$ cat src/wdog_pkg.sv
`default_nettype none
package wdog_pkg;
  // Clock and time base for window and heartbeat timing.
  localparam int PCLK_PERIOD_NS = 50;
  localparam int TIME_UNIT_NS = 100_000;
  localparam int UNIT_CYCLES = TIME_UNIT_NS / PCLK_PERIOD_NS;
  localparam logic [10:0] UNIT_LAST = 11'(UNIT_CYCLES - 1);
  // Register byte offsets.
  localparam logic [11:0] OFS_WIN_TIMING = 12'h000;
  localparam logic [11:0] OFS_WIN_STEP = 12'h004;
  localparam logic [11:0] OFS_WIN_SERVICE = 12'h008;
  localparam logic [11:0] OFS_HB_PERIOD = 12'h00c;
  localparam logic [11:0] OFS_PASS_STEP = 12'h010;
  localparam logic [11:0] OFS_OPTION = 12'h014;
  localparam logic [11:0] OFS_ANSWER = 12'h018;
  localparam logic [11:0] OFS_ANSWER_SYNC = 12'h01c;
  localparam logic [11:0] OFS_HB_SYNC = 12'h020;
  localparam logic [11:0] OFS_STATUS0 = 12'h024;
  localparam logic [11:0] OFS_DIAG = 12'h028;
  localparam logic [11:0] OFS_PASS_STAT = 12'h02c;
  localparam logic [11:0] OFS_QUESTION_CODE_STAT = 12'h030;
  // Field positions.
  localparam int OPEN_LSB = 8;
  localparam int SCR_BIT = 8;
  localparam int DN_LSB = 4;
  localparam int IDX_LSB = 4;
  // Values after reset, count limit and last answer byte index.
  localparam logic [7:0] WIN_TIME_RST = 8'h0a;
  localparam logic [7:0] STEP_RST = 8'h11;
  localparam logic [6:0] HB_PERIOD_RST = 7'h0a;
  localparam logic [5:0] COUNT_FULL = 6'h3f;
  localparam logic [1:0] LAST_INDEX = 2'h3;

  typedef enum logic {WIN_CLOSED, WIN_OPEN} win_state_t;

  // Expected answer bytes 3..0 per question code.
  localparam logic [0:15][31:0] ANSWER_TABLE = {
    32'hff0f_f000, 32'hb040_bf4f, 32'he919_e616, 32'ha656_a959,
    32'h7585_7a8a, 32'h3aca_35c5, 32'h6393_6c9c, 32'h2cdc_23d3,
    32'hd222_dd2d, 32'h9d6d_9262, 32'hc434_cb3b, 32'h8b7b_8474,
    32'h58a8_57a7, 32'h17e7_18e8, 32'h4ebe_41b1, 32'h01f1_0efe};
  // Base order of the sixteen question codes.
  localparam logic [0:15][3:0] QUESTION_ORDER = 64'h0b6d_385e_a1c7_92f4;
endpackage
`default_nettype wire

$ cat src/sat_if.sv
`timescale 1ns/1ps
`default_nettype none
interface sat_if;
  logic inc;
  logic dec;
  logic [3:0] up;
  logic [3:0] dn;
  logic [5:0] value;
  modport counter(input inc, input dec, input up, input dn, output value);
  modport user(output inc, output dec, output up, output dn, input value);
endinterface
`default_nettype wire

$ cat src/sat_counter.sv
`timescale 1ns/1ps
`default_nettype none
module sat_counter
  import wdog_pkg::*;
(
  // Clock and reset.
  input wire logic clk,
  input wire logic rst_n,
  // Step requests and value.
  sat_if.counter port
);
  typedef struct packed {
    logic [5:0] value;
  } cnt_t;

  cnt_t st_ff;
  cnt_t nxt_st;
  logic [6:0] sum;

  // Increment first, then decrement; a step past either end is dropped.
  always_comb begin
    nxt_st = st_ff;
    sum = {1'b0, st_ff.value} + {3'h0, port.up};
    if (port.inc && !sum[6]) begin
      nxt_st.value = sum[5:0];
    end
    if (port.dec && nxt_st.value >= {2'h0, port.dn}) begin
      nxt_st.value = nxt_st.value - {2'h0, port.dn};
    end
  end

  // State register.
  always_ff @(posedge clk or negedge rst_n) begin
    if (!rst_n) begin
      st_ff <= '0;
    end else begin
      st_ff <= nxt_st;
    end
  end

  assign port.value = st_ff.value;
endmodule
`default_nettype wire

$ cat src/wdog_monitor.sv
// Behaviour
// - Open-window service lowers, failure raises error count.
// - Window error counter is six bits.
// - Timing register write raises count, restarts sequence.
// - Sequence is closed window then open window.
// - Reset release, service, timing write, overflow restart.
// - Sequence loops forever except reset or halt.
// - Timing loads from register or service data.
// - Early or missing service sets sticky flags.
// - Service flag set on service, cleared read/timeout.
// - Pass lowers pass counter; failure only reported.
// - Functional error on any bad answer byte or sync.
// - Current and previous answer error flags held.
// - Heartbeat events raise the pass counter.
// - Zero period data leaves period unchanged.
// - Sync clears index and timer, fires, defers period.
// - Period write acts now, may fire immediately.
// - Pass counter six bits, steps from register.
// - Hold-question reuses question after window error.
// - Four-bit question, bytes 3..0 by index.
// - Next question from two selectable patterns.
// - Each question has four fixed expected bytes.
// - Counters drop a step that would pass either end.
`timescale 1ns/1ps
`default_nettype none
module wdog_monitor
  import wdog_pkg::*;
(
  // Clock and reset.
  input wire logic pclk,
  input wire logic presetn,
  // APB slave.
  input wire logic psel,
  input wire logic penable,
  input wire logic pwrite,
  input wire logic [11:0] paddr,
  input wire logic [31:0] pwdata,
  output logic [31:0] prdata,
  output logic pready,
  output logic pslverr,
  // Abnormal operating condition from the supply logic.
  input wire logic monitor_halt,
  // Event pulses to the total error logic.
  output logic window_error_pulse,
  output logic functional_error_pulse,
  output logic heartbeat_pulse
);
  typedef struct packed {
    win_state_t win;
    logic [10:0] win_pre;
    logic [7:0] win_ticks;
    logic [7:0] closed_t;
    logic [7:0] open_t;
    logic [7:0] win_step;
    logic too_early;
    logic timeout;
    logic svc_rcv;
    logic [10:0] hb_pre;
    logic [6:0] hb_ticks;
    logic [6:0] hb_period;
    logic [6:0] hb_pend;
    logic hb_pend_v;
    logic [7:0] pass_step;
    logic hold_q;
    logic q_mode;
    logic [1:0] idx;
    logic bad;
    logic [3:0] question_code;
    logic [7:0] seq;
    logic cur_err;
    logic prev_err;
    logic [31:0] rdata;
    logic win_err_p;
    logic fwd_err_p;
    logic hb_p;
  } state_t;

  state_t st_ff;
  state_t nxt_st;
  sat_if w_if();
  sat_if p_if();
  logic wr, rd, hit, restart, win_tick, win_end, hb_tick, hb_end, hb_event;
  logic svc_wr, ans_wr, byte_bad, nbad, pass_now, hold_now;
  logic [8:0] win_limit;
  logic [7:0] exp_byte;
  logic [1:0] sel;
  logic [7:0] nseq;

  // Window error counter and pass counter share one saturating design.
  sat_counter u_win_cnt (.clk(pclk), .rst_n(presetn), .port(w_if.counter));
  sat_counter u_pass_cnt (.clk(pclk), .rst_n(presetn), .port(p_if.counter));
  assign w_if.up = st_ff.win_step[3:0];
  assign w_if.dn = st_ff.win_step[7:4];
  assign p_if.up = st_ff.pass_step[3:0];
  assign p_if.dn = st_ff.pass_step[7:4];

  // Bus phase decode; the slave answers in the first access cycle.
  assign wr = psel && penable && pwrite;
  assign rd = psel && penable && !pwrite;
  assign svc_wr = wr && paddr == OFS_WIN_SERVICE;
  assign ans_wr = wr && (paddr == OFS_ANSWER || paddr == OFS_ANSWER_SYNC);
  assign pready = psel && penable;
  assign pslverr = pready && !hit;
  assign prdata = st_ff.rdata;
  assign window_error_pulse = st_ff.win_err_p;
  assign functional_error_pulse = st_ff.fwd_err_p;
  assign heartbeat_pulse = st_ff.hb_p;

  // Address decode.
  always_comb begin
    if (paddr[1:0] != 2'h0) begin
      hit = 1'b0;
    end else if (paddr <= OFS_QUESTION_CODE_STAT) begin
      hit = 1'b1;
    end else begin
      hit = 1'b0;
    end
  end

  // Window timer, service check and sticky diagnosis.
  always_comb begin
    nxt_st = st_ff;
    nxt_st.win_err_p = 1'b0;
    nxt_st.fwd_err_p = 1'b0;
    nxt_st.hb_p = 1'b0;
    restart = 1'b0;
    w_if.inc = 1'b0;
    w_if.dec = 1'b0;
    win_tick = st_ff.win_pre == UNIT_LAST;
    nxt_st.win_pre = win_tick ? 11'h000 : st_ff.win_pre + 11'h001;
    if (win_tick) begin
      nxt_st.win_ticks = st_ff.win_ticks + 8'h01;
    end
    win_limit = {1'b0, (st_ff.win == WIN_CLOSED) ? st_ff.closed_t : st_ff.open_t};
    win_end = win_tick && ({1'b0, st_ff.win_ticks} + 9'h001 >= win_limit);
    if (win_end && st_ff.win == WIN_CLOSED) begin
      nxt_st.win = WIN_OPEN;
      nxt_st.win_ticks = 8'h00;
    end else if (win_end && !svc_wr) begin
      nxt_st.timeout = 1'b1;
      nxt_st.too_early = 1'b0;
      nxt_st.svc_rcv = 1'b0;
      nxt_st.win_err_p = 1'b1;
      w_if.inc = 1'b1;
      restart = 1'b1;
    end
    if (rd && paddr == OFS_STATUS0) begin
      nxt_st.svc_rcv = 1'b0;
    end
    if (svc_wr) begin
      if (pwdata[15:0] != 16'h0000) begin
        nxt_st.closed_t = pwdata[7:0];
        nxt_st.open_t = pwdata[OPEN_LSB +: 8];
      end
      if (st_ff.win == WIN_OPEN) begin
        w_if.dec = 1'b1;
        nxt_st.too_early = 1'b0;
        nxt_st.timeout = 1'b0;
      end else begin
        w_if.inc = 1'b1;
        nxt_st.win_err_p = 1'b1;
        nxt_st.too_early = 1'b1;
        nxt_st.timeout = 1'b0;
      end
      nxt_st.svc_rcv = 1'b1;
      restart = 1'b1;
    end
    if (wr && paddr == OFS_WIN_TIMING) begin
      nxt_st.closed_t = pwdata[7:0];
      nxt_st.open_t = pwdata[OPEN_LSB +: 8];
      w_if.inc = 1'b1;
      restart = 1'b1;
    end
    if (restart || monitor_halt) begin
      nxt_st.win = WIN_CLOSED;
      nxt_st.win_pre = 11'h000;
      nxt_st.win_ticks = 8'h00;
    end

    // Heartbeat timer.
    hb_event = 1'b0;
    hb_tick = st_ff.hb_pre == UNIT_LAST;
    nxt_st.hb_pre = hb_tick ? 11'h000 : st_ff.hb_pre + 11'h001;
    if (hb_tick) begin
      nxt_st.hb_ticks = st_ff.hb_ticks + 7'h01;
    end
    hb_end = hb_tick && ({1'b0, st_ff.hb_ticks} + 8'h01 >= {1'b0, st_ff.hb_period});
    if (hb_end) begin
      hb_event = 1'b1;
      nxt_st.hb_ticks = 7'h00;
      if (st_ff.hb_pend_v) begin
        nxt_st.hb_period = st_ff.hb_pend;
        nxt_st.hb_pend_v = 1'b0;
      end
    end
    if (wr && paddr == OFS_HB_PERIOD && pwdata[6:0] != 7'h00) begin
      nxt_st.hb_period = pwdata[6:0];
      if (pwdata[6:0] < st_ff.hb_ticks) begin
        hb_event = 1'b1;
        nxt_st.hb_ticks = 7'h00;
        nxt_st.hb_pre = 11'h000;
      end
    end
    if (wr && paddr == OFS_HB_SYNC) begin
      if (pwdata[6:0] != 7'h00) begin
        nxt_st.hb_pend = pwdata[6:0];
        nxt_st.hb_pend_v = 1'b1;
      end
      nxt_st.idx = 2'h0;
      nxt_st.bad = 1'b0;
      nxt_st.hb_ticks = 7'h00;
      nxt_st.hb_pre = 11'h000;
      hb_event = 1'b1;
      nxt_st.fwd_err_p = 1'b1;
    end

    // Answer byte check against the lookup table.
    sel = LAST_INDEX - st_ff.idx;
    exp_byte = ANSWER_TABLE[st_ff.question_code][{sel, 3'b000} +: 8];
    byte_bad = pwdata[7:0] != exp_byte;
    nbad = st_ff.bad || byte_bad;
    pass_now = 1'b0;
    hold_now = st_ff.hold_q && (st_ff.too_early || st_ff.timeout);
    nseq = st_ff.seq + 8'h01;
    p_if.dec = 1'b0;
    if (ans_wr) begin
      if (byte_bad) begin
        nxt_st.cur_err = 1'b1;
      end
      if (st_ff.idx == LAST_INDEX) begin
        nxt_st.idx = 2'h0;
        nxt_st.bad = 1'b0;
        nxt_st.prev_err = nbad;
        if (nbad) begin
          nxt_st.fwd_err_p = 1'b1;
        end else begin
          pass_now = 1'b1;
          p_if.dec = 1'b1;
          if (!hold_now) begin
            nxt_st.seq = nseq;
            nxt_st.question_code = st_ff.q_mode ? QUESTION_ORDER[nseq[3:0] ^ nseq[7:4]]
                                        : QUESTION_ORDER[nseq[3:0]];
            nxt_st.cur_err = 1'b0;
          end
        end
        if (paddr == OFS_ANSWER_SYNC) begin
          hb_event = 1'b1;
          nxt_st.hb_ticks = 7'h00;
          nxt_st.hb_pre = 11'h000;
        end
      end else begin
        nxt_st.idx = st_ff.idx + 2'h1;
        nxt_st.bad = nbad;
      end
    end
    p_if.inc = hb_event;
    nxt_st.hb_p = hb_event;

    // Configuration writes.
    if (wr && paddr == OFS_WIN_STEP) begin
      nxt_st.win_step = pwdata[7:0];
    end
    if (wr && paddr == OFS_PASS_STEP) begin
      nxt_st.pass_step = pwdata[7:0];
    end
    if (wr && paddr == OFS_OPTION) begin
      nxt_st.hold_q = pwdata[0];
      nxt_st.q_mode = pwdata[1];
    end

    // Read data is captured in the setup cycle.
    if (psel && !penable && !pwrite) begin
      if (paddr == OFS_WIN_TIMING) begin
        nxt_st.rdata = {16'h0000, st_ff.open_t, st_ff.closed_t};
      end else if (paddr == OFS_WIN_STEP) begin
        nxt_st.rdata = {24'h00_0000, st_ff.win_step};
      end else if (paddr == OFS_HB_PERIOD) begin
        nxt_st.rdata = {25'h000_0000, st_ff.hb_period};
      end else if (paddr == OFS_PASS_STEP) begin
        nxt_st.rdata = {24'h00_0000, st_ff.pass_step};
      end else if (paddr == OFS_OPTION) begin
        nxt_st.rdata = {30'h0000_0000, st_ff.q_mode, st_ff.hold_q};
      end else if (paddr == OFS_STATUS0) begin
        nxt_st.rdata = {23'h00_0000, st_ff.svc_rcv, 2'h0, w_if.value};
      end else if (paddr == OFS_DIAG) begin
        nxt_st.rdata = {28'h000_0000, st_ff.prev_err, st_ff.cur_err,
                        st_ff.timeout, st_ff.too_early};
      end else if (paddr == OFS_PASS_STAT) begin
        nxt_st.rdata = {26'h000_0000, p_if.value};
      end else if (paddr == OFS_QUESTION_CODE_STAT) begin
        nxt_st.rdata = {26'h000_0000, st_ff.idx, st_ff.question_code};
      end else begin
        nxt_st.rdata = 32'h0000_0000;
      end
    end
  end

  // State register.
  always_ff @(posedge pclk or negedge presetn) begin
    if (!presetn) begin
      st_ff <= '0;
      st_ff.closed_t <= WIN_TIME_RST;
      st_ff.open_t <= WIN_TIME_RST;
      st_ff.win_step <= STEP_RST;
      st_ff.pass_step <= STEP_RST;
      st_ff.hb_period <= HB_PERIOD_RST;
    end else begin
      st_ff <= nxt_st;
    end
  end

  logic twr;
  logic [3:0] win_up;
  assign twr = wr && paddr == OFS_WIN_TIMING;
  assign win_up = st_ff.win_step[3:0];
endmodule
`default_nettype wire

$ cat config.mk
export PLATFORM = sky130hd
export DESIGN_NAME = wdog_monitor
export DESIGN_NICKNAME = d
export VERILOG_FILES = /design/src/wdog_pkg.sv /design/src/sat_if.sv /design/src/sat_counter.sv /design/src/wdog_monitor.sv
export SDC_FILE = /design/constraint.sdc
export NUM_CORES = 1
export LEC_CHECK = 0
export BUFFER_PORTS_ARGS = -buffer_cell sky130_fd_sc_hd__buf_2
export CAP_MARGIN = 30
export CORE_MARGIN = 8
export CORE_UTILIZATION = 60
export DETAILED_ROUTE_END_ITERATION = 6
export HOLD_SLACK_MARGIN = 0.12
export PLACE_DENSITY_LB_ADDON = 0.12
export SLEW_MARGIN = 20
export SYNTH_ARGS = -nofsm -noshare
export SYNTH_HDL_FRONTEND = slang
export SYNTH_SLANG_ARGS = --single-unit
export TNS_END_PERCENT = 30
$ cat constraint.sdc
create_clock -name pclk -period 5.4 [get_ports pclk]
set_clock_uncertainty 0.1 [all_clocks]
set_input_delay 0.27 -clock pclk [delete_from_list [all_inputs] [get_ports pclk]]
set_output_delay 0.27 -clock pclk [all_outputs]
set_load 0.05 [all_outputs]
==> impl.org, run 1 <==
** Power and ir drop
- Static leakage :: 4.762 nW
- Portion of total power attributed to sequential cells :: 42.7%
- P_int :: 1.899 mW
- The analysis attributes to net switching a power of 639.5 uW.
- Net Sw Frac :: 25.19%
- Power, Total :: 2.539 mW
- VDD sags by at most 212.1 uV.
- Combinational logic burns 7.4% of the power.
- In this run the power density over the cells is 259.4 nW/um^2.
- The share of total power dissipated in the clock network is 49.9%.

** Critical path
- Worst-path maximum fanout :: 5
- Startpoint type of the worst setup path :: flop
- WP data required :: 5.66 ns
- Measured in cells, the most critical reg-to-reg path has a length of 22.
- Element type at the critical path end :: flop
- Worst flop-to-flop path endpoint :: u_win_cnt.port.value[5]$_DFF_PN0_
- Register-to-register setup slack :: 0.31 ns
- Worst Setup Path Type :: flop to flop
- Critical path data arrival time :: 5.35 ns
- Startpoint of the lowest-slack register-to-register path :: st_ff[122]$_DFFE_PN0P_

** GRT
- Maximum number of pins on one net before global-route repair :: 82
- Global-route wire length before repair :: 36080 um
- Overflow left after global routing :: 0
- The via count of the first global-routing pass was 7105.
- Antenna violations before repair :: 1
- Overall routing resource usage :: 24.61%

** Routing
- The first routing iteration left 545 violations.
- Final wirelength :: 22100 um
- The count of nets left with antenna violations once routing finished came out at 0.
- Number of vias after detailed routing :: 6933
- Routed length per placed instance :: 18.97 um
- Vias per cell :: 5.951
- DRC viols :: 0
- DR pass1 iterations :: 7

** Floorplanning
- Number of primary I/O pins :: 87
- Die area :: 18690 um^2
- Once the floorplan was initialized, standard cells occupied 60.83% of the core.
- The die is 136.7 um tall.
- CORE AREA :: 14370 um^2
- In this run the core area contains 44 standard-cell rows.
- The die is 136.7 um wide.

** Status
- The flow ran to the end, and the final reports show no timing, DRC or antenna violations.

** Clock tree
- Clock insertion delay at the later pin of the skew report :: 0.42 ns
- Clock tree buffer depth :: 2
- Clk Tree Root Cell :: clkbuf_16
- Post-cts gate resize count :: 0
- Level count of the clock H-tree :: 4
- TritonCTS built the clock tree.
- Buffers inserted during clock tree synthesis total 17.
- Total clock sinks :: 138
- Clock slew at the register clock pins of the worst setup and hold paths :: 0.06 ns

** Worst hold path
- The startpoint identified for the worst hold timing path is pwdata[0].
- WHS Path Cells :: 3
- Min-Delay Path Class :: primary input to flop
- Worst Hold Endpoint :: st_ff[63]$_DFFE_PN0P_

** Synthesis
- After synthesis, the largest area contributor takes up 36.64% of total cell area.
- Ranked by total cell area, the synthesized netlist is headed by dfrtp_1, ha_1, xnor2_1.
- Combined area of all synthesized cells :: 8741 um^2
- The Yosys step of the flow raised 0 warnings.
- Proportion of synthesized chip area in sequential cells :: 39.65%
- Mean cell area of the mapped netlist :: 9.501 um^2
- Async S/R FF share, synth :: 100.0%
- Synthesis produced a netlist whose cell count is 920.
- Biggest area consumer among synthesized cells :: dfrtp_1
- The synthesized netlist contains 74 unique library cells.
- Count of state elements after synthesis :: 138
- In the synthesized netlist the dominant register cell turns out to be dfrtp_1.
- The synthesized design contains 0 enable-type register cells.

** STA
- Setup TNS :: 0 ns
- Setup violations remaining at the end of the flow were counted as 0.
- Final min period :: 5.094 ns
- Final Slew Violations :: 0
- Max transition margin :: 37.25%
- At the pin with the least slew margin, the transition time is 0.9327 ns.
- Peak clock frequency supported by timing :: 196.3 MHz
- Setup repair after global routing left no endpoint under its margin.
- Final number of hold-violating endpoints :: 0
- Tcrit/Tclk final :: 94.34%

** Finish
- Synth-to-layout area growth :: 11.95%
- Design area :: 9786 um^2
- Non-Filler Instances :: 1165
- The post-route netlist has 16.41% of its cells at a drive strength greater than 1.
- The layout has 1110 filler cells.
- The final layout contains 1067 nets.
- 0 antenna diodes ended up in the layout.

** Placed design
- Last weighted congestion value of the routability-driven placer :: 0.9430
- Placed Instance Area :: 8982 um^2
- Placed instance count :: 1116
- Port Buffers :: 54
- Estimated wirelength of the detail-placed design :: 16170 um

** Run
- Max-cap violations in this run came to 0.
-- worst max-delay path by stage --
stage / from / end / cells past startpoint
after CTS: st_ff[122]$_DFFE_PN0P_ / u_win_cnt.port.value[5]$_DFF_PN0_ / 22
after global routing: st_ff[122]$_DFFE_PN0P_ / u_win_cnt.port.value[5]$_DFF_PN0_ / 22
after global placement: st_ff[122]$_DFFE_PN0P_ / u_win_cnt.port.value[5]$_DFF_PN0_ / 22
after detailed placement: st_ff[122]$_DFFE_PN0P_ / u_win_cnt.port.value[5]$_DFF_PN0_ / 22
after floorplan: st_ff[122]$_DFFE_PN0P_ / u_win_cnt.port.value[5]$_DFF_PN0_ / 20
final: st_ff[122]$_DFFE_PN0P_ / u_win_cnt.port.value[5]$_DFF_PN0_ / 22
-- layout make-up --
type / count / area (um^2) / area share (%)
Clock inverter: 15 / 212.7 / 2.174
Tap cell: 184 / 230.2 / 2.353
Clock buffer: 17 / 425.4 / 4.347
Inverter: 42 / 157.7 / 1.611
Multi-Input combinational cell: 689 / 4785 / 48.89
Sequential cell: 138 / 3466 / 35.42
Timing Repair Buffer: 80 / 509.2 / 5.204
-- flip-flops by register name (all words and copies together), names as in the netlist --
signal	flops
functional_error_pulse	1
u_win_cnt.port.value	6
u_pass_cnt.port.value	6
p_if.dn	4
st_ff	99
prdata	16
p_if.up	4
window_error_pulse	1
heartbeat_pulse	1
-- worst max-delay path: stages (launching register included) --
cell and delay [ns]:
dfrtp_1 0.42, ha_1 0.26, and3_1 0.24, and3_1 0.25, xor2_1 0.17, ha_1 0.32, a21oi_1 0.14, o22ai_1 0.10
a311oi_1 0.28, o31a_1 0.26, nor3b_1 0.10, o21a_4 0.25, mux2i_1 0.14, ha_1 0.23, fa_1 0.41, nor2b_1 0.12
o21ai_0 0.10, and4b_1 0.20, nand3b_1 0.19, nor2_1 0.15, a31oi_1 0.09, or4_1 0.43, nand3_1 0.10
-- per-layer routing --
layer  up-vias  part of all wire [%]  global-route usage [%]
li1       3257                     -                       -
met1      3372                    42                   31.63
met4         2                   1.5                   6.833
met3        32                   7.9                   6.388
met5         -                 0.059                       0
met2       270                    48                   40.21
-- synth_stat cells, types with 3 or more instances --
cell type  instances
inv_1             42
buf_2              4
and4_1             3
a22oi_1           10
a31oi_1            4
a222oi_1           5
xnor3_1            3
nand3b_1           6
dfrtp_1          128
xor2_1            26
nor2_1            82
nand2b_1          10
mux2_2            34
nand3_1           42
or2_2              3
or3_1              4
a221oi_1           4
xnor2_1           53
nor2b_1            9
nand2_1          100
ha_1              45
nor3_1            13
o211ai_1           4
a21oi_1           38
buf_4             34
o21ai_0           35
dfstp_2           10
clkbuf_1          24
a21o_1            13
and3_1            21
mux2i_1           26
fa_1               4
nor3b_1            7
nor4_1            10
and2_1             5
nand4_1            5
-- cells in the final DEF (no fill, tap or decap), types with 7 or more instances in the layout --
cell type,count
xnor2_1,53
nand2b_1,10
inv_1,42
nor3_1,13
mux2_2,34
buf_4,9
nor2_1,82
a22oi_1,10
xor2_1,26
dfrtp_1,128
nor3b_1,7
dfstp_2,10
o21ai_0,35
nor2b_1,9
conb_1,16
and3_1,21
nand2_1,100
a21oi_1,38
dlygate4sd3_1,16
ha_1,45
a21o_1,13
buf_2,53
clkbuf_16,17
nor4_1,10
mux2i_1,26
nand3_1,42
-- power groups by stage --
stage	clock network, mW	registers (mW)	logic [mW]
floorplan	0	1.10	0.129
global placement	0	1.10	0.173
detailed placement	0	1.10	0.177
CTS	1.28	1.08	0.187
global route	1.33	1.09	0.205
finish	1.27	1.08	0.187
-- logic make-up (layout without fill, tap and decap cells) --
logic type | count (synthesis) | count (layout) | synth area share, %
buffers and inverters | 108 | 154 | 6.255
XOR/XNOR | 82 | 82 | 8.689
AO/OA/AOI/OAI | 141 | 141 | 10.61
adder cells (fa/ha/maj) | 49 | 49 | 7.358
other | 1 | 16 | 0.04290
multiplexers | 62 | 62 | 7.701
AND/OR/NAND/NOR | 339 | 339 | 19.70
flip-flops | 138 | 138 | 39.65
-- stage by stage --
stage	hold WS (ns)	setup slack (ns)	utilization [%]
CTS	0.1284	0.3641	68.07
global placement	0.2460	0.5532	62.51
floorplan	-0.1256	0.7374	-
finish	0.1429	0.3058	68.10
global route	0.1487	0.0003597	68.10
detailed placement	0.2537	0.4543	62.51
-- repair_timing --
| item | in CTS | in global routing |
|---|---|---|
| endpoints found under the hold margin | 94 | 0 |
| setup buffers | 0 | 0 |
| hold buffers | 16 | 0 |
Note: power is estimated with default switching activity, not from simulation.
==> run 2: changes to the inputs <==
--- a/config.mk
+++ b/config.mk
@@ -9,8 +9,10 @@
 export CAP_MARGIN = 30
 export CORE_MARGIN = 8
 export CORE_UTILIZATION = 60
+export CTS_BUF_LIST = sky130_fd_sc_hd__clkbuf_4 sky130_fd_sc_hd__clkbuf_8 sky130_fd_sc_hd__clkbuf_16
+export CTS_CLUSTER_SIZE = 14
 export DETAILED_ROUTE_END_ITERATION = 6
-export HOLD_SLACK_MARGIN = 0.12
+export HOLD_SLACK_MARGIN = 0.03
 export PLACE_DENSITY_LB_ADDON = 0.12
 export SLEW_MARGIN = 20
 export SYNTH_ARGS = -nofsm -noshare
==> impl.org, run 2 (same netlist as run 1, synthesis figures left out) <==
** Critical path
- Of all nets on the critical path, the largest fanout is 5.
- The worst setup path is captured at a flop.
- Critical path data arrival time :: 5.35 ns
- Count of cells along the worst register-to-register path :: 22
- Startpoint type of the worst setup path :: flop
- WP data required :: 5.66 ns
- By startpoint and endpoint, the worst setup path is classified as flop to flop.

** Floorplanning
- The floorplan step defined a die boundary enclosing 18690 um^2.
- Die width :: 136.7 um
- 87 I/O pins were placed.
- Starting utilization of the core area :: 60.83%
- Die Span Y :: 136.7 um
- The floorplan has 44 rows.
- CORE AREA :: 14370 um^2

** Finish
- Excluding fillers, the count of instances in the completed layout stands at 1158.
- The register with the most flip-flops in the layout has 99 of them.
- Most common cell after layout, fill and taps aside :: dfrtp_1
- Most frequent cells in the layout :: dfrtp_1, nand2_1, nor2_1
- Ratio of cells with drive above 1 in the final layout :: 16.53%
- Synth-to-layout area growth :: 11.15%
- For this run, the post-layout net count is 1060.
- Register ranked first by flip-flop count :: st_ff
- Design area :: 9716 um^2
- Number of antenna diodes :: 0

** Worst hold path
- The tightest min-delay check is of the primary input to flop type.
- WHS Path Cells :: 3

** Power and ir drop
- The analysis attributes to cell leakage a power of 4.732 nW.
- In this run the power density over the cells is 261.0 nW/um^2.
- Net Sw Frac :: 25.23%
- Power spent charging and discharging nets :: 639.6 uW
- The internal power of the cells totals 1.896 mW.
- The clock network accounts for 50.0% of the total power.
- Maximum VDD drop :: 212.2 uV
- Fraction of power consumed by combinational cells :: 7.2%
- Of the total power, registers draw 42.8%.

** Clock tree
- Cts bufs inserted :: 17
- Clock insertion delay at the later pin of the skew report :: 0.42 ns
- After clock tree synthesis, the clock-pin slew on the worst setup and hold paths is 0.06 ns.
- Clock tree buffer depth :: 2
- TritonCTS clock tree :: built
- The H-tree was split into 4 levels.
- Total clock sinks :: 138
- Post-cts gate resize count :: 0
- Clk Tree Root Cell :: clkbuf_16

** STA
- Tcrit/Tclk final :: 94.28%
- The total count of max-transition violations in the final report came to 0.
- For the pin with the worst max-slew slack, the measured transition is 0.9431 ns.
- The worst pin sits at a relative slew slack of 36.55%.
- Setup TNS :: 0 ns
- Final hold analysis gives a worst-case slack of 0.06508 ns.
- Peak clock frequency supported by timing :: 196.4 MHz
- The final-report hold violation count was 0.
- Final min period :: 5.091 ns
- Setup repair after global routing left no endpoint under its margin.
- Setup violations remaining at the end of the flow were counted as 0.
- Worst Setup Slack, final :: 0.3088 ns

** Run
- Max Cap Violations :: 0

** Placed design
- The placed instances occupy a cell area of 8982 um^2.
- Placed instance count :: 1116
- Port buffering added 54 buffers.
- Last weighted congestion value of the routability-driven placer :: 0.9430
- Setup slack after placement :: 0.4543 ns
- After legalization and detailed placement, the total HPWL measured 16170 um.

** GRT
- Overall routing resource usage :: 24.45%
- The via count of the first global-routing pass was 7063.
- Antenna violations before repair :: 1
- The first global-routing pass estimated 35850 um of wire.
- Maximum number of pins on one net before global-route repair :: 82
- Global routing finished with a remaining overflow of 0.

** Routing
- For this run, design rule violations remaining after detail routing come to 2.
- Starting DRT DRC Count :: 574
- The count of nets left with antenna violations once routing finished came out at 0.
- DR pass1 iterations :: 7
- After detailed routing, the average wire length per cell comes to 18.97 um.
- After detailed routing, the number of vias per cell comes to 5.978.
- For this block, the routed nets add up to 21970 um of wire.
- Detailed routing inserted a total of 6922 vias.

** Status
- The checks that failed: design-rule violations.
- The flow ran to the end, but the final reports show violations.
## run 2: worst max-delay path: stages, from the launching register on
cell      delay, ns
dfrtp_1        0.42
ha_1           0.26
and3_1         0.24
and3_1         0.25
xor2_1         0.16
ha_1           0.32
a21oi_1        0.14
o22ai_1        0.10
a311oi_1       0.28
o31a_1         0.26
nor3b_1        0.10
o21a_4         0.25
mux2i_1        0.14
ha_1           0.23
fa_1           0.41
nor2b_1        0.12
o21ai_0        0.10
and4b_1        0.20
nand3b_1       0.19
nor2_1         0.15
a31oi_1        0.09
or4_1          0.43
nand3_1        0.10
## run 2: worst paths after layout
kind | start | endpoint | slack, ns
min | pwdata[7] | st_ff[121]$_DFFE_PN0P_ | 0.07
max | st_ff[122]$_DFFE_PN0P_ | u_win_cnt.port.value[5]$_DFF_PN0_ | 0.31
max in group asynchronous | presetn | st_ff[93]$_DFF_PN0_ | 3.61
min in group asynchronous | presetn | st_ff[38]$_DFFE_PN0P_ | 0.33
min reg2reg | st_ff[84]$_DFF_PN0_ | st_ff[84]$_DFF_PN0_ | 0.36
max reg2reg | st_ff[122]$_DFFE_PN0P_ | u_win_cnt.port.value[5]$_DFF_PN0_ | 0.31
## run 2: power groups by stage
stage / Sequential (mW) / Combinational [mW] / Clock [mW]
after floorplan: 1.10 / 0.129 / 0
after global placement: 1.10 / 0.173 / 0
after detailed placement: 1.10 / 0.177 / 0
after CTS: 1.08 / 0.183 / 1.28
after global routing: 1.09 / 0.200 / 1.33
final: 1.08 / 0.183 / 1.27
## run 2: per-stage QoR
step | total power [mW] | util (%)
after floorplan | 1.226 | -
after global placement | 1.273 | 62.51
after detailed placement | 1.279 | 62.51
after CTS | 2.546 | 67.58
after global routing | 2.617 | 67.62
final | 2.535 | 67.62
## run 2: per-layer routing
| metal | up-vias | GRT usage, % | wire [um] | part of all wire [%] |
|---|---|---|---|---|
| met3 | 26 | 6.461 | 1687 | 7.7 |
| met5 | - | 0 | 11 | 0.050 |
| met2 | 255 | 39.91 | 10540 | 48 |
| met4 | 2 | 6.772 | 316 | 1.4 |
| met1 | 3395 | 31.39 | 9415 | 43 |
| li1 | 3244 | - | - | - |
## run 2: area by class of cell
type / count / area (um^2)
multi-input combinational: 689 / 4785
fill: 1120 / 4653
sequential: 138 / 3466
timing repair buffer: 73 / 439.2
clock buffer: 17 / 425.4
tap: 184 / 230.2
clock inverter: 15 / 212.7
inverter: 42 / 157.7
## run 2: timing repair
action | 4_1_cts | 5_1_grt
setup buffers | 0 | 0
hold endpoints to repair | 82 | 0
hold buffers | 9 | 0
==> run 3: changes to the inputs <==
--- a/config.mk
+++ b/config.mk
@@ -8,10 +8,11 @@
 export BUFFER_PORTS_ARGS = -buffer_cell sky130_fd_sc_hd__buf_2
 export CAP_MARGIN = 30
 export CORE_MARGIN = 8
-export CORE_UTILIZATION = 60
-export CTS_BUF_LIST = sky130_fd_sc_hd__clkbuf_4 sky130_fd_sc_hd__clkbuf_8 sky130_fd_sc_hd__clkbuf_16
+export CORE_UTILIZATION = 62
+export CTS_BUF_LIST = sky130_fd_sc_hd__clkbuf_8
 export CTS_CLUSTER_SIZE = 14
 export DETAILED_ROUTE_END_ITERATION = 6
+export GPL_TIMING_DRIVEN = 1
 export HOLD_SLACK_MARGIN = 0.03
 export PLACE_DENSITY_LB_ADDON = 0.12
 export SLEW_MARGIN = 20
==> impl.org, run 3 (same netlist as run 1, synthesis figures left out) <==
** Status
- Run status :: finished, final reports clean

** Critical path
- Critical path data arrival time :: 5.46 ns
- Cell breakdown of the critical path :: ha_2 -> and3_1 -> and3_2 -> xor2_1 -> ha_1 -> a21oi_1 -> o22ai_1 -> a311oi_1 -> o31a_1 -> nor3b_1 -> buf_4 -> o21a_4 -> mux2i_1 -> ha_1 -> fa_1 -> nor2b_1 -> o21ai_0 -> and4b_1 -> nand3b_1 -> nor2_1 -> a31oi_1 -> or4_1 -> nand3_1
- Counting both buffers and inverters, the worst setup path holds a total of 1.
- The kind of cell with the highest combined delay along the critical path is simple AND/OR/NAND/NOR gates.
- Top cell by count, worst path :: ha_1
- Worst path max stage delay :: 0.45 ns
- Slowest-stage cell, CP :: dfrtp_2
- Of all nets on the critical path, the largest fanout is 6.
- Worst Setup Path Type :: flop to flop
- For the worst setup path, the data required time is 5.69 ns.
- The worst setup path is captured at a flop.
- Startpoint type of the worst setup path :: flop

** GRT
- For this run, the total global-route usage over all layers was measured as 25.41%.
- The via count of the first global-routing pass came to 6965.
- The initial antenna violation count is 0.
- Global routing finished with a remaining overflow of 0.
- Entering global routing, the biggest net connects 89 pins.
- The first global-routing pass estimated 36100 um of wire.

** Routing
- Post-route antenna net violation count :: 0
- DR pass1 iterations :: 6
- Starting DRT DRC Count :: 580
- DRC viols :: 0
- Final wirelength :: 22350 um
- Routed length per placed instance :: 19.33 um
- Vias per cell :: 6.015
- Number of vias after detailed routing :: 6953

** Run
- Max Cap Violations :: 0

** Power and ir drop
- Power, Total :: 2.106 mW
- Summed over all cells, the static leakage comes to 4.620 nW.
- VDD sags by at most 266.0 uV.
- Dividing total power by cell area gives a power density of 222.1 nW/um^2.

** Finish
- The top cell types in the final layout, fill and taps aside, are dfrtp_1, nand2_1, nor2_1.
- Relative to the synthesized area, the layout overhead comes to 8.503%.
- Design area :: 9484 um^2
- st_ff holds more flip-flops than any other register.
- The number of antenna diodes in the final layout is 0.
- Fin nets :: 1062
- After filler insertion, the fill cell instance count of the layout stands at 1095.
- Final cell utilization of the core :: 68.59%
- Ratio of cells with drive above 1 in the final layout :: 16.80%
- Most common cell after layout, fill and taps aside :: dfrtp_1
- Leaving out filler cells and counting taps, the final layout contains 1156.
- Max FFs per register :: 99

** Floorplanning
- Die width :: 134.7 um
- Starting utilization of the core area :: 63.22%
- The die is 134.7 um tall.
- Number of primary I/O pins :: 87
- Rows :: 43
- In this run the standard cell core region covers 13830 um^2.
- Die area :: 18150 um^2

** Clock tree
- Counting every sink on the clock net gives 138.
- Clk Tree Root Cell :: clkbuf_8
- Clock slew at the register clock pins of the worst setup and hold paths :: 0.08 ns
- For the worst-skew pair, the clock arrives at the later sink with an insertion delay of 0.47 ns.
- TritonCTS clock tree :: built
- Counting the buffers created by CTS gives 17.
- Level count of the clock H-tree :: 4
- The clock passes through at most 2 buffers.

** STA
- The smallest clock period supported by the final layout is computed as 5.165 ns.
- On the final layout, the worst hold slack is 0.06894 ns.
- Total setup violations reported at the end of the flow :: 0
- Actual slew at the worst max-slew pin :: 0.9753 ns
- Peak clock frequency supported by timing :: 193.6 MHz
- In this run the tightest slew margin relative to its limit is 34.38%.
- The total count of max-transition violations in the final report was 0.
- Final number of hold-violating endpoints :: 0
- Tcrit/Tclk final :: 95.66%

** Placed design
- Last weighted congestion value of the routability-driven placer :: 0.9431
- After legalization and detailed placement, the total HPWL measured 16600 um.
- Summing all placed instances gives a cell area of 8977 um^2.
- Port Buffers :: 54
- Placed instance count :: 1112

** Worst hold path
- The min-delay analysis places its worst path in the category primary input to flop.
==> run 3: changes by cell type in the layout (fill, tap and decap cells not counted), sizes merged <==
cell	delta
clkbuf	-1
clkinvlp	+2
bufinv	-2
buf	+2
inv	-2
clkinv	+2
dlygate4sd3	+1
==> run 3: final cells by class <==
type                            instances  area (um^2)  area share, %
Clock buffer                           17        234.0          2.467
Clock inverter                         15        152.6          1.609
Inverter                               42        157.7          1.662
Multi-Input combinational cell        689         4788          50.49
Sequential cell                       138         3467          36.56
Tap cell                              180        225.2          2.375
Timing Repair Buffer                   75        459.2          4.842
==> run 3: final timing paths <==
kind                                        start                                 to  slack, ns  cells past startpoint
max                        st_ff[122]$_DFFE_PN0P_  u_win_cnt.port.value[5]$_DFF_PN0_       0.23                     23
min                                     pwdata[3]              st_ff[73]$_DFFE_PN1P_       0.07                      3
max reg2reg                st_ff[122]$_DFFE_PN0P_  u_win_cnt.port.value[5]$_DFF_PN0_       0.23                     23
min reg2reg                   st_ff[84]$_DFF_PN0_                st_ff[84]$_DFF_PN0_       0.35                      1
max in group asynchronous                 presetn             st_ff[122]$_DFFE_PN0P_       3.57                      3
min in group asynchronous                 presetn               st_ff[135]$_DFF_PN0_       0.34                      2
==> run 3: per-layer routing <==
metal | track usage, % | up-vias | share of wire, %
met5 | 0 | - | 0
met4 | 10.54 | 0 | 3.2
met3 | 6.501 | 54 | 6.9
met2 | 40.39 | 257 | 46
met1 | 32.28 | 3396 | 43
li1 | - | 3246 | -
==> run 3: worst reg2reg max path, stage by stage, from the launching register on <==
cell and delay [ns]:
dfrtp_2 0.45, ha_2 0.22, and3_1 0.22, and3_2 0.25, xor2_1 0.15, ha_1 0.33, a21oi_1 0.16, o22ai_1 0.09
a311oi_1 0.24, o31a_1 0.27, nor3b_1 0.08, buf_4 0.16, o21a_4 0.24, mux2i_1 0.14, ha_1 0.22, fa_1 0.41
nor2b_1 0.12, o21ai_0 0.10, and4b_1 0.20, nand3b_1 0.19, nor2_1 0.14, a31oi_1 0.09, or4_1 0.42, nand3_1 0.10
==> run 3: timing repair <==
action	in CTS	in global routing
endpoints found under the setup margin	0	3
setup buffers	0	2
hold buffers	10	0
endpoints found under the hold margin	89	0
gates resized for setup	0	3
==> run 3: metrics by stage <==
step	setup TNS, ns	setup WS, ns
after detailed placement	0	0.2756
final	0	0.2346
after global routing	-0.01286	-0.01286
after global placement	0	0.4324
after floorplan	0	0.7374
after CTS	0	0.2143
==> run 3: where the power goes <==
group          internal (mW)  switching [mW]
clock                  0.410           0.426
combinational         0.0526           0.134
sequential              1.06          0.0247
